`src/pss_pkg.sv`:
```
// constants and types shared by the platform supervisor register bank
package pss_pkg;
	// fixed slave address on the management bus
	localparam logic [6:0] I2C_DEV_ADDR   = 7'h31;

	// register offsets
	localparam logic [7:0] OFF_REVISION   = 8'h00;
	localparam logic [7:0] OFF_LOCK_CLEAR = 8'h03;
	localparam logic [7:0] OFF_PLANAR     = 8'h07;
	localparam logic [7:0] OFF_EN_LO      = 8'h08;
	localparam logic [7:0] OFF_EN_HI      = 8'h09;
	localparam logic [7:0] OFF_PG_LO      = 8'h0a;
	localparam logic [7:0] OFF_PG_HI      = 8'h0b;
	localparam logic [7:0] OFF_MAKER_0    = 8'h0c;
	localparam logic [7:0] OFF_MAKER_1    = 8'h0d;
	localparam logic [7:0] OFF_MAKER_2    = 8'h0e;
	localparam logic [7:0] OFF_MAKER_3    = 8'h0f;
	localparam logic [7:0] OFF_PANEL      = 8'h10;
	localparam logic [7:0] OFF_FAULT_LO   = 8'h18;
	localparam logic [7:0] OFF_FAULT_HI   = 8'h19;
	localparam logic [7:0] OFF_FACTORY    = 8'h33;

	// planar_state bit positions
	localparam int ST_MODE_SET = 7;
	localparam int ST_VIDEO    = 6;
	localparam int ST_CPU2     = 5;
	localparam int ST_TMO      = 4;
	localparam int ST_OFFL     = 3;
	localparam int ST_GEN      = 2;
	localparam int ST_REQ      = 1;
	localparam int ST_ACTIVE   = 0;

	// factory_force_bits fields and reset values
	localparam int FF_POWER_REQ = 0;
	localparam int FF_CPU2_ON   = 1;
	localparam int FF_CPU2_PRES = 2;
	localparam logic [7:0] FACTORY_RESET = 8'h00;
	localparam logic [7:0] FACTORY_MASK  = 8'h07;
	localparam logic [7:0] PANEL_RESET   = 8'h00;
	localparam logic [7:0] READ_ZERO     = 8'h00;

	// rail fields: sixteen bits, top one unused
	localparam int RAIL_W    = 16;
	localparam int RAIL_USED = 15;

	// timing
	localparam int CLK_PERIOD_NS = 100;
	localparam int FADE_STEP_US  = 20000;
	localparam int FADE_STEP_CYC = FADE_STEP_US * 1000 / CLK_PERIOD_NS;
	localparam logic [3:0] LVL_DIM    = 4'h2;
	localparam logic [3:0] LVL_BRIGHT = 4'hf;

	typedef enum logic [3:0] {
		S_IDLE, S_ADDR, S_ADDR_ACK, S_OFF, S_OFF_ACK, S_WR, S_WR_ACK, S_RD, S_RD_ACK
	} pss_i2c_e;
endpackage

```
`src/pss_csr_bank.sv`:
```
// register bank, i2c slave port and panel indicator logic of the supervisor
`timescale 1ns/1ns
module pss_csr_bank #(
	parameter logic [7:0]  REVISION    = 8'h00,
	parameter logic [31:0] MAKER_ID    = 32'h2058_5858, // arbitrary value
	parameter int          LED_N       = 4,
	parameter int          FADE_CYC    = pss_pkg::FADE_STEP_CYC
) (
	input  wire logic                      clock,
	input  wire logic                      rst,
	input  wire logic                      scl_in,
	input  wire logic                      sda_in,
	output logic                           sda_out,
	output logic                           sda_oe,
	input  wire logic                      platform_power_request,
	input  wire logic                      mode_set_n,
	input  wire logic                      video_code_inhibit_n,
	input  wire logic                      cpu2_present_n,
	input  wire logic                      mgmt_boot_stage_in,
	input  wire logic                      mgmt_boot_done_n,
	input  wire logic [LED_N-1:0]          planar_led,
	input  wire logic [pss_pkg::RAIL_W-1:0] rail_good,
	input  wire logic                      seq_timeout_fault,
	input  wire logic                      seq_offline_fault,
	input  wire logic                      seq_general_fault,
	input  wire logic                      planar_active,
	input  wire logic [pss_pkg::RAIL_W-1:0] rail_enable,
	input  wire logic [pss_pkg::RAIL_W-1:0] rail_fault,
	output logic                           seq_power_request,
	output logic                           lockout_clear,
	output logic                           seq_restart,
	output logic                           cpu2_force_on,
	output logic                           cpu2_present,
	output logic                           rail_order_ok,
	output logic [LED_N-1:0]               panel_led_n
);
	import pss_pkg::*;

	localparam int PW = 8 + LED_N + RAIL_W;
	localparam int CW = $clog2(FADE_CYC);
	// idle level of each synchronised pin: bus high, request low, active-low pins and boot stage high, leds and good low
	localparam logic [PW-1:0] SYNC_IDLE = {2'b11, 1'b0, 5'b11111, {LED_N{1'b0}}, {RAIL_W{1'b0}}};

	// refuse shapes the logic cannot serve
	if (LED_N < 3 || LED_N > 4) begin : g_bad_led
		$error("LED_N must be 3 or 4");
	end
	if (FADE_CYC < 2) begin : g_bad_fade
		$error("FADE_CYC must be at least 2");
	end

	logic [PW-1:0]      sync1_q;
	logic [PW-1:0]      sync2_q;
	logic               scl_s;
	logic               sda_s;
	logic               scl_prev_q;
	logic               sda_prev_q;
	logic               req_s;
	logic               mode_set_s;
	logic               video_s;
	logic               cpu2_s;
	logic               stage_s;
	logic               boot_done_s;
	logic [LED_N-1:0]   led_s;
	logic [RAIL_W-1:0]  good_s;
	logic               scl_rise;
	logic               scl_fall;
	logic               start_det;
	logic               stop_det;
	pss_i2c_e           st_q;
	logic [3:0]         bit_q;
	logic [7:0]         shift_q;
	logic [7:0]         tx_q;
	logic [7:0]         ptr_q;
	logic               rw_q;
	logic               nack_q;
	logic               sda_oe_q;
	logic               wr_evt;
	logic               rd_load;
	logic [7:0]         rd_data;
	logic [7:0]         panel_q;
	logic [7:0]         factory_q;
	logic               req_q;
	logic               clear_q;
	logic               restart_q;
	logic [RAIL_W-1:0]  en_live;
	logic [CW-1:0]      fade_cnt_q;
	logic               fade_tick;
	logic [5:0]         phase_q;
	logic [1:0]         slot3_q;
	logic [3:0]         pwm_q;
	logic [LED_N-1:0]   led_on;
	logic [LED_N-1:0]   led_n_q;

	// bus, request, strap, boot, led and rail-good pins cross two flops; reset to idle levels so no power request glitches out
	always_ff @(posedge clock or posedge rst) begin
		if (rst) begin
			sync1_q <= SYNC_IDLE;
			sync2_q <= SYNC_IDLE;
		end else begin
			sync1_q <= {scl_in, sda_in, platform_power_request, mode_set_n, video_code_inhibit_n,
				cpu2_present_n, mgmt_boot_stage_in, mgmt_boot_done_n, planar_led, rail_good};
			sync2_q <= sync1_q;
		end
	end

	assign {scl_s, sda_s, req_s, mode_set_s, video_s, cpu2_s, stage_s, boot_done_s, led_s, good_s} = sync2_q;

	// previous bus levels for edge and start/stop detection
	always_ff @(posedge clock or posedge rst) begin
		if (rst) begin
			scl_prev_q <= 1'b1;
			sda_prev_q <= 1'b1;
		end else begin
			scl_prev_q <= scl_s;
			sda_prev_q <= sda_s;
		end
	end

	assign scl_rise  = scl_s & ~scl_prev_q;
	assign scl_fall  = ~scl_s & scl_prev_q;
	assign start_det = scl_s & scl_prev_q & sda_prev_q & ~sda_s;
	assign stop_det  = scl_s & scl_prev_q & ~sda_prev_q & sda_s;

	// byte events seen by the register file
	assign wr_evt  = scl_fall && st_q == S_WR && bit_q == 4'h8;
	assign rd_load = scl_fall && ((st_q == S_ADDR_ACK && rw_q) || (st_q == S_RD_ACK && !nack_q));

	// live rail enables, top bit forced to zero
	assign en_live = {1'b0, rail_enable[RAIL_USED-1:0]};

	// read mux; anything unmapped or reserved reads zero
	always_comb begin
		rd_data = READ_ZERO;
		case (ptr_q)
			OFF_REVISION: rd_data = REVISION;
			OFF_PLANAR: begin
				rd_data[ST_MODE_SET] = ~mode_set_s;
				rd_data[ST_VIDEO]    = ~video_s;
				rd_data[ST_CPU2]     = cpu2_present;
				rd_data[ST_TMO]      = seq_timeout_fault;
				rd_data[ST_OFFL]     = seq_offline_fault;
				rd_data[ST_GEN]      = seq_general_fault;
				rd_data[ST_REQ]      = req_q;
				rd_data[ST_ACTIVE]   = planar_active;
			end
			OFF_EN_LO:    rd_data = en_live[7:0];
			OFF_EN_HI:    rd_data = en_live[15:8];
			OFF_PG_LO:    rd_data = good_s[7:0];
			OFF_PG_HI:    rd_data = {1'b0, good_s[14:8]};
			OFF_MAKER_0:  rd_data = MAKER_ID[7:0];
			OFF_MAKER_1:  rd_data = MAKER_ID[15:8];
			OFF_MAKER_2:  rd_data = MAKER_ID[23:16];
			OFF_MAKER_3:  rd_data = MAKER_ID[31:24];
			OFF_PANEL:    rd_data = panel_q;
			OFF_FAULT_LO: rd_data = rail_fault[7:0];
			OFF_FAULT_HI: rd_data = {1'b0, rail_fault[14:8]};
			OFF_FACTORY:  rd_data = factory_q;
			default:      rd_data = READ_ZERO;
		endcase
	end

	// i2c slave: sample on scl rise, change sda only after scl fall
	always_ff @(posedge clock or posedge rst) begin
		if (rst) begin
			st_q     <= S_IDLE;
			bit_q    <= 4'h0;
			shift_q  <= 8'h00;
			tx_q     <= 8'h00;
			ptr_q    <= 8'h00;
			rw_q     <= 1'b0;
			nack_q   <= 1'b0;
			sda_oe_q <= 1'b0;
		end else if (start_det) begin
			// repeated start keeps the pointer so a read follows the offset
			st_q     <= S_ADDR;
			bit_q    <= 4'h0;
			sda_oe_q <= 1'b0;
		end else if (stop_det) begin
			st_q     <= S_IDLE;
			sda_oe_q <= 1'b0;
		end else if (scl_rise) begin
			if (st_q == S_ADDR || st_q == S_OFF || st_q == S_WR) begin
				shift_q <= {shift_q[6:0], sda_s};
				bit_q   <= bit_q + 4'h1;
			end
			if (st_q == S_RD_ACK) begin
				nack_q <= sda_s;
			end
		end else if (scl_fall) begin
			case (st_q)
				S_ADDR: begin
					if (bit_q == 4'h8) begin
						if (shift_q[7:1] == I2C_DEV_ADDR) begin
							st_q     <= S_ADDR_ACK;
							rw_q     <= shift_q[0];
							sda_oe_q <= 1'b1;
						end else begin
							st_q <= S_IDLE;
						end
					end
				end
				S_ADDR_ACK: begin
					bit_q <= 4'h0;
					if (rw_q) begin
						st_q     <= S_RD;
						tx_q     <= rd_data;
						ptr_q    <= ptr_q + 8'h01;
						sda_oe_q <= ~rd_data[7];
						bit_q    <= 4'h1;
					end else begin
						st_q     <= S_OFF;
						sda_oe_q <= 1'b0;
					end
				end
				S_OFF: begin
					if (bit_q == 4'h8) begin
						st_q     <= S_OFF_ACK;
						ptr_q    <= shift_q;
						sda_oe_q <= 1'b1;
					end
				end
				S_OFF_ACK: begin
					st_q     <= S_WR;
					bit_q    <= 4'h0;
					sda_oe_q <= 1'b0;
				end
				S_WR: begin
					if (bit_q == 4'h8) begin
						st_q     <= S_WR_ACK;
						ptr_q    <= ptr_q + 8'h01;
						sda_oe_q <= 1'b1; // read-only targets still acked
					end
				end
				S_WR_ACK: begin
					st_q     <= S_WR;
					bit_q    <= 4'h0;
					sda_oe_q <= 1'b0;
				end
				S_RD: begin
					if (bit_q == 4'h8) begin
						st_q     <= S_RD_ACK;
						sda_oe_q <= 1'b0;
					end else begin
						sda_oe_q <= ~tx_q[3'(7 - bit_q)];
						bit_q    <= bit_q + 4'h1;
					end
				end
				S_RD_ACK: begin
					if (nack_q) begin
						st_q <= S_IDLE;
					end else begin
						st_q     <= S_RD;
						tx_q     <= rd_data;
						ptr_q    <= ptr_q + 8'h01;
						sda_oe_q <= ~rd_data[7];
						bit_q    <= 4'h1;
					end
				end
				default: begin
					st_q     <= S_IDLE;
					sda_oe_q <= 1'b0;
				end
			endcase
		end
	end

	// open drain: only ever pull low
	assign sda_out = 1'b0;
	assign sda_oe  = sda_oe_q;

	// panel code register, plain read/write
	always_ff @(posedge clock or posedge rst) begin
		if (rst) begin
			panel_q <= PANEL_RESET;
		end else if (wr_evt && ptr_q == OFF_PANEL) begin
			panel_q <= shift_q; // firmware restores zero after load
		end
	end

	// factory force bits; reserved upper bits never stored
	always_ff @(posedge clock or posedge rst) begin
		if (rst) begin
			factory_q <= FACTORY_RESET;
		end else if (wr_evt && ptr_q == OFF_FACTORY) begin
			factory_q <= shift_q & FACTORY_MASK;
		end
	end

	// combined request and lockout release toward the sequencer
	always_ff @(posedge clock or posedge rst) begin
		if (rst) begin
			req_q     <= 1'b0;
			clear_q   <= 1'b0;
			restart_q <= 1'b0;
		end else begin
			req_q     <= req_s | factory_q[FF_POWER_REQ];
			clear_q   <= rd_load && ptr_q == OFF_LOCK_CLEAR;
			restart_q <= rd_load && ptr_q == OFF_LOCK_CLEAR && req_q;
		end
	end

	assign seq_power_request = req_q;
	assign lockout_clear     = clear_q;
	assign seq_restart       = restart_q;
	assign cpu2_force_on     = factory_q[FF_CPU2_ON];
	assign cpu2_present      = ~cpu2_s | factory_q[FF_CPU2_PRES];
	// sequencer health: enables must form a run from bit 0 upward
	assign rail_order_ok     = (en_live & (en_live + 16'h0001)) == 16'h0000;

	// fade step divider: one-cycle tick every FADE_CYC clocks
	always_ff @(posedge clock or posedge rst) begin
		if (rst) begin
			fade_cnt_q <= '0;
		end else if (fade_tick) begin
			fade_cnt_q <= '0;
		end else begin
			fade_cnt_q <= fade_cnt_q + 1'b1;
		end
	end

	assign fade_tick = fade_cnt_q == CW'(FADE_CYC - 1);

	// fade phase, three-slot counter and pwm carrier
	always_ff @(posedge clock or posedge rst) begin
		if (rst) begin
			phase_q <= 6'h00;
			slot3_q <= 2'h0;
			pwm_q   <= 4'h0;
		end else begin
			pwm_q <= pwm_q + 4'h1;
			if (fade_tick) begin
				phase_q <= phase_q + 6'h01;
				if (phase_q[3:0] == 4'hf) begin
					slot3_q <= (slot3_q == 2'h2) ? 2'h0 : slot3_q + 2'h1;
				end
			end
		end
	end

	// triangle brightness from a five-bit phase
	function automatic logic [3:0] tri_lvl(input logic [4:0] x);
		tri_lvl = x[4] ? ~x[3:0] : x[3:0];
	endfunction

	// panel source select: boot display, pass-through, or code override
	always_comb begin
		led_on = '0;
		for (int i = 0; i < LED_N; i++) begin
			if (boot_done_s) begin
				// controller still booting: block drives the panel itself
				if (stage_s) begin
					led_on[i] = tri_lvl(phase_q[4:0] + 5'(i * 8)) > pwm_q;
				end else begin
					led_on[i] = tri_lvl(phase_q[4:0]) > pwm_q;
				end
			end else if (panel_q == PANEL_RESET) begin
				led_on[i] = led_s[i];
			end else if (panel_q[LED_N]) begin
				led_on[i] = panel_q[i] && ((phase_q[3] ? LVL_BRIGHT : LVL_DIM) > pwm_q);
			end else begin
				led_on[i] = panel_q[i] && (((slot3_q == 2'h2) ? LVL_BRIGHT : LVL_DIM) > pwm_q);
			end
		end
	end

	// panel drivers are active low
	always_ff @(posedge clock or posedge rst) begin
		if (rst) begin
			led_n_q <= '1;
		end else begin
			led_n_q <= ~led_on;
		end
	end

	assign panel_led_n = led_n_q;
endmodule

```
`config.mk`:
```
export PLATFORM = sky130hd
export DESIGN_NAME = pss_csr_bank
export DESIGN_NICKNAME = d
export VERILOG_FILES = /design/src/pss_pkg.sv /design/src/pss_csr_bank.sv
export SDC_FILE = /design/constraint.sdc
export NUM_CORES = 1
export LEC_CHECK = 0
export ABC_AREA = 1
export BUFFER_PORTS_ARGS = -buffer_cell sky130_fd_sc_hd__buf_2
export CORE_ASPECT_RATIO = 0.75
export CORE_MARGIN = 2
export CORE_UTILIZATION = 50
export DETAILED_ROUTE_END_ITERATION = 10
export PLACE_DENSITY = 0.79
export SYNTH_ARGS = -nofsm -noshare
export SYNTH_HDL_FRONTEND = slang
export SYNTH_SLANG_ARGS = --single-unit
```
`constraint.sdc`:
```
create_clock -name clock -period 5.35 [get_ports clock]
set_clock_uncertainty 0.1 [all_clocks]
set_input_delay 1.07 -clock clock [delete_from_list [all_inputs] [get_ports clock]]
set_output_delay 1.07 -clock clock [all_outputs]
set_load 0.02 [all_outputs]
```
==> metrics.log <==
INFO  metric floorplan.initialDensity = 50.75%
INFO  metric postRouteAntennaNets = 0
INFO  metric arrival = 1.98 ns
INFO  metric cts_tree = yes
INFO  metric timing.hold.worst.class = flip-flop to flip-flop
INFO  metric synth.most_common_cell = sky130_fd_sc_hd__nand2_1
INFO  metric buffers_and_inverters_on_the_worst_path = 2
INFO  metric groute.usage.overall = 23.46%
INFO  metric yosys_warnings = 0
INFO  metric timing.critical_path.required = 4.18 ns
INFO  metric layout.filler_cells = 1241
INFO  metric numClockSinks = 138
INFO  metric syn-mean-instance-area = 8.079 µm²
INFO  metric netlist_top_cells_area = sky130_fd_sc_hd__dfrtp_1 41%, sky130_fd_sc_hd__nand2_1 14%, sky130_fd_sc_hd__dfstp_2 7.2%
INFO  metric synth.lib_cells_used.distinct = 41
INFO  metric clock_network_latency_to_the_later_pin_of_the_worst_skew_pair = 0.42 ns
INFO  metric postCtsResizedCells = 0
INFO  metric routedWlPerCell = 14.37 µm
INFO  metric relative_slew_slack = 38.17%
INFO  metric p_leak = 0.004420 µW
INFO  metric route.detailed.drc = 0
INFO  metric netlist.area_leader.share = 40.52%
INFO  metric fin_tns_setup = 0 ns
INFO  metric setup_repair_after_global_routing_missed_its_margin = false
INFO  metric fin_nets = 1089
INFO  metric yosys_most_used_dff = sky130_fd_sc_hd__dfrtp_1
INFO  metric core = 0.01436 mm²
INFO  metric cts.root.buffer_cell = sky130_fd_sc_hd__clkbuf_16
INFO  metric synth_top_cell_by_area = sky130_fd_sc_hd__dfrtp_1
INFO  metric post_synth_inst_count = 902
INFO  metric grt_pass1_wl = 27720 µm
INFO  metric hold_viol = 0
INFO  metric drt_pre_antenna_iters = 5
INFO  metric fmaxAchievable = 317.0 MHz
INFO  metric crit_path_max_incr_delay = 0.27 ns
INFO  metric syn2layout_area_growth = 16.93%
INFO  metric min_period_over_period = 58.96%
INFO  metric cts_max_path_buffers = 2
INFO  metric start_kind = input pin
INFO  metric synth_seq_area_share = 47.73%
INFO  metric critical_path_class = input pin to primary output
INFO  metric fp-row-count = 38
INFO  metric grt_max_degree = 95
INFO  metric postSynthRegisterBits = 138
INFO  metric dr_total_vias = 6172
INFO  metric finalWeightedCongestion = 0.9263
INFO  metric finalCoreUtilization = 59.34%
INFO  metric final.setup.worst_slack = 2.195 ns
INFO  metric drt_iter0_markers = 522
INFO  metric htree_levels = 4
INFO  metric async_flop_share = 100.0%
INFO  metric hold-worst-slack = 0.2457 ns
INFO  metric synth_area = 0.007287 mm²
INFO  metric pin_slew_with_the_least_headroom_to_its_limit = 0.9190 ns
INFO  metric dieArea = 0.01557 mm²
INFO  metric initial_antenna_violation_count = 0
INFO  metric clock_transition_at_the_registers_of_the_reported_paths = 0.06 ns
INFO  metric layout_min_cycle_time = 3.155 ns
INFO  metric die_w = 143.4 µm
INFO  metric cpMostUsedCell = sky130_fd_sc_hd__buf_2
INFO  metric globalRoute.totalOverflow = 0
INFO  metric post_drt_via_cell_ratio = 5.139
INFO  metric dp.final_hpwl = 12560 µm
INFO  metric design_area = 0.008521 mm²
INFO  metric vdd_drop_max = 229.0 µV
INFO  metric critPathCaptureType = primary output
INFO  metric crit_path_top_delay_cell = sky130_fd_sc_hd__nor3b_1
INFO  metric yosys-top-cells-count = 279 x sky130_fd_sc_hd__nand2_1, 118 x sky130_fd_sc_hd__dfrtp_1, 107 x sky130_fd_sc_hd__inv_1, 83 x sky130_fd_sc_hd__nand3_1, 74 x sky130_fd_sc_hd__nor2_1
INFO  metric cts_made_buffers = 17
INFO  metric top_level_ports = 78
INFO  metric result_of_the_run = completed
INFO  metric port_buffers = 73
INFO  metric first_global_vias = 5622
INFO  metric critPathMaxFanout = 3
INFO  metric detailed_place.area = 0.007874 mm²
INFO  metric number_of_flops_mapped_to_enable_cells_by_yosys = 0
INFO  metric cp_cell_sequence = buf_2 > o21ai_0 > nor3b_1 > and3_1 > buf_2
INFO  metric timing.final.setup_violations = 0
INFO  metric final_max_slew_viol_count = 0
INFO  metric wirelength = 17260 µm
INFO  metric synth.net_count = 1004
INFO  metric worst_path_dominant_cell_family = simple AND/OR/NAND/NOR gates
INFO  metric holdBufCountCts = 0
INFO  metric drive_gt1_share = 17.30%
INFO  metric timing.max_cap.violations = 0
INFO  metric dieHeight = 108.6 µm
INFO  metric postcts_setup_bufs = 0
INFO  metric place_worst_setup_slack = 2.217 ns
INFO  metric power_per_cell_area = 292.7 mW/mm²
[power by group]
| part | switching, µW | internal, µW |
|---|---|---|
| clock | 461 | 811 |
| combinational | 81.9 | 40.5 |
| sequential | 18.6 | 1080 |
[cell type report]
type                            instances  area [µm²]  area share [%]
Sequential cell                       138        3478           40.82
Multi-Input combinational cell        640        3332           39.10
Clock buffer                           20       456.7           5.360
Inverter                              116       440.4           5.169
Timing Repair Buffer                   74       372.9           4.376
Tap cell                              200       250.2           2.937
Clock inverter                         12       187.7           2.203
Antenna cell                            1       2.502         0.02937
[routing by layer]
| layer | share of wire (%) | track usage [%] | up-vias |
|---|---|---|---|
| li1 | - | - | 3044 |
| met1 | 49 | 35.30 | 2822 |
| met2 | 40 | 32.48 | 271 |
| met3 | 9.5 | 6.466 | 35 |
| met4 | 1.8 | 7.983 | 0 |
| met5 | 0 | 0 | - |
[state kept, by name (all words and copies together), names as in the netlist, 2 cells and up]
signal and cells:
ptr_q 8, pwm_q 4, slot3_q 2, sync1_q 27
panel_led_n 4, panel_q 8, factory_q 3, sync2_q 27
st_q 4, phase_q 5, tx_q 8, shift_q 8
bit_q 4, fade_cnt_q 18
[worst register-to-register path, cell delays in order (launching register included)]
cell and delay, ns:
sky130_fd_sc_hd__dfrtp_1 0.50, sky130_fd_sc_hd__inv_1 0.17, sky130_fd_sc_hd__nand2_1 0.10, sky130_fd_sc_hd__nand2_1 0.17
sky130_fd_sc_hd__xnor2_1 0.28, sky130_fd_sc_hd__inv_1 0.07, sky130_fd_sc_hd__ha_1 0.29, sky130_fd_sc_hd__a21oi_1 0.15
sky130_fd_sc_hd__o21ai_0 0.08, sky130_fd_sc_hd__o21ai_0 0.08, sky130_fd_sc_hd__nand2_1 0.07, sky130_fd_sc_hd__nand2_1 0.07
sky130_fd_sc_hd__nand2_1 0.05, sky130_fd_sc_hd__nand2_1 0.05
[cell usage in the layout (no fill, tap or decap), types with 2 or more instances in the layout]
cell,count
sky130_fd_sc_hd__a21oi_1,20
sky130_fd_sc_hd__buf_2,73
sky130_fd_sc_hd__bufinv_16,4
sky130_fd_sc_hd__clkbuf_16,17
sky130_fd_sc_hd__clkbuf_8,2
sky130_fd_sc_hd__clkinv_4,3
sky130_fd_sc_hd__clkinvlp_4,2
sky130_fd_sc_hd__dfrtp_1,118
sky130_fd_sc_hd__dfstp_2,20
sky130_fd_sc_hd__ha_1,36
sky130_fd_sc_hd__inv_1,106
sky130_fd_sc_hd__inv_2,8
sky130_fd_sc_hd__inv_6,4
sky130_fd_sc_hd__nand2_1,279
sky130_fd_sc_hd__nand2_2,2
sky130_fd_sc_hd__nand2_4,3
sky130_fd_sc_hd__nand3_1,83
sky130_fd_sc_hd__nand3_2,4
sky130_fd_sc_hd__nand3b_1,6
sky130_fd_sc_hd__nand4_1,7
sky130_fd_sc_hd__nor2_1,74
sky130_fd_sc_hd__nor2_2,11
sky130_fd_sc_hd__nor3_1,8
sky130_fd_sc_hd__nor3b_1,2
sky130_fd_sc_hd__nor4_1,5
sky130_fd_sc_hd__o21ai_0,32
sky130_fd_sc_hd__o21ai_1,12
sky130_fd_sc_hd__o21ai_2,9
sky130_fd_sc_hd__o22ai_1,4
sky130_fd_sc_hd__or2_2,3
sky130_fd_sc_hd__xnor2_1,3
sky130_fd_sc_hd__xor2_1,25
[path summary, 6_finish.rpt]
kind                       cells after the start  slack (ns)              startpoint                       end
max                                            5        2.20          rail_enable[2]             rail_order_ok
min                                            0        0.25   sync1_q[19]$_DFF_PP0_     sync2_q[19]$_DFF_PP0_
max reg2reg                                   13        3.07  phase_q[4]$_DFFE_PP0N_  panel_led_n[3]$_DFF_PP1_
min reg2reg                                    0        0.25   sync1_q[19]$_DFF_PP0_     sync2_q[19]$_DFF_PP0_
max in group asynchronous                      3        3.35                     rst      bit_q[2]$_DFFE_PP0P_
min in group asynchronous                      2        0.72                     rst     sync1_q[25]$_DFF_PP0_
[metrics by stage]
step	power [µW]	instances
6_report	2494	1201
5_1_grt	2584	1200
4_1_cts	2518	1200
3_5_place_dp	1238	1168
3_3_place_gp	1237	1168
2_1_floorplan	1184	902
[logic make-up (layout without fill, tap and decap cells)]
| kind of cell | count (synthesis) | count (layout) | synth area share (%) |
|---|---|---|---|
| adder cells (fa/ha/maj) | 36 | 36 | 6.181 |
| AO/OA/AOI/OAI | 81 | 81 | 6.267 |
| buffers and inverters | 124 | 222 | 6.542 |
| flip-flops | 138 | 138 | 47.73 |
| other | 1 | 2 | 0.05146 |
| XOR/XNOR | 28 | 28 | 3.365 |
| AND/OR/NAND/NOR | 494 | 494 | 29.86 |
(Power assumes the default switching activity.)
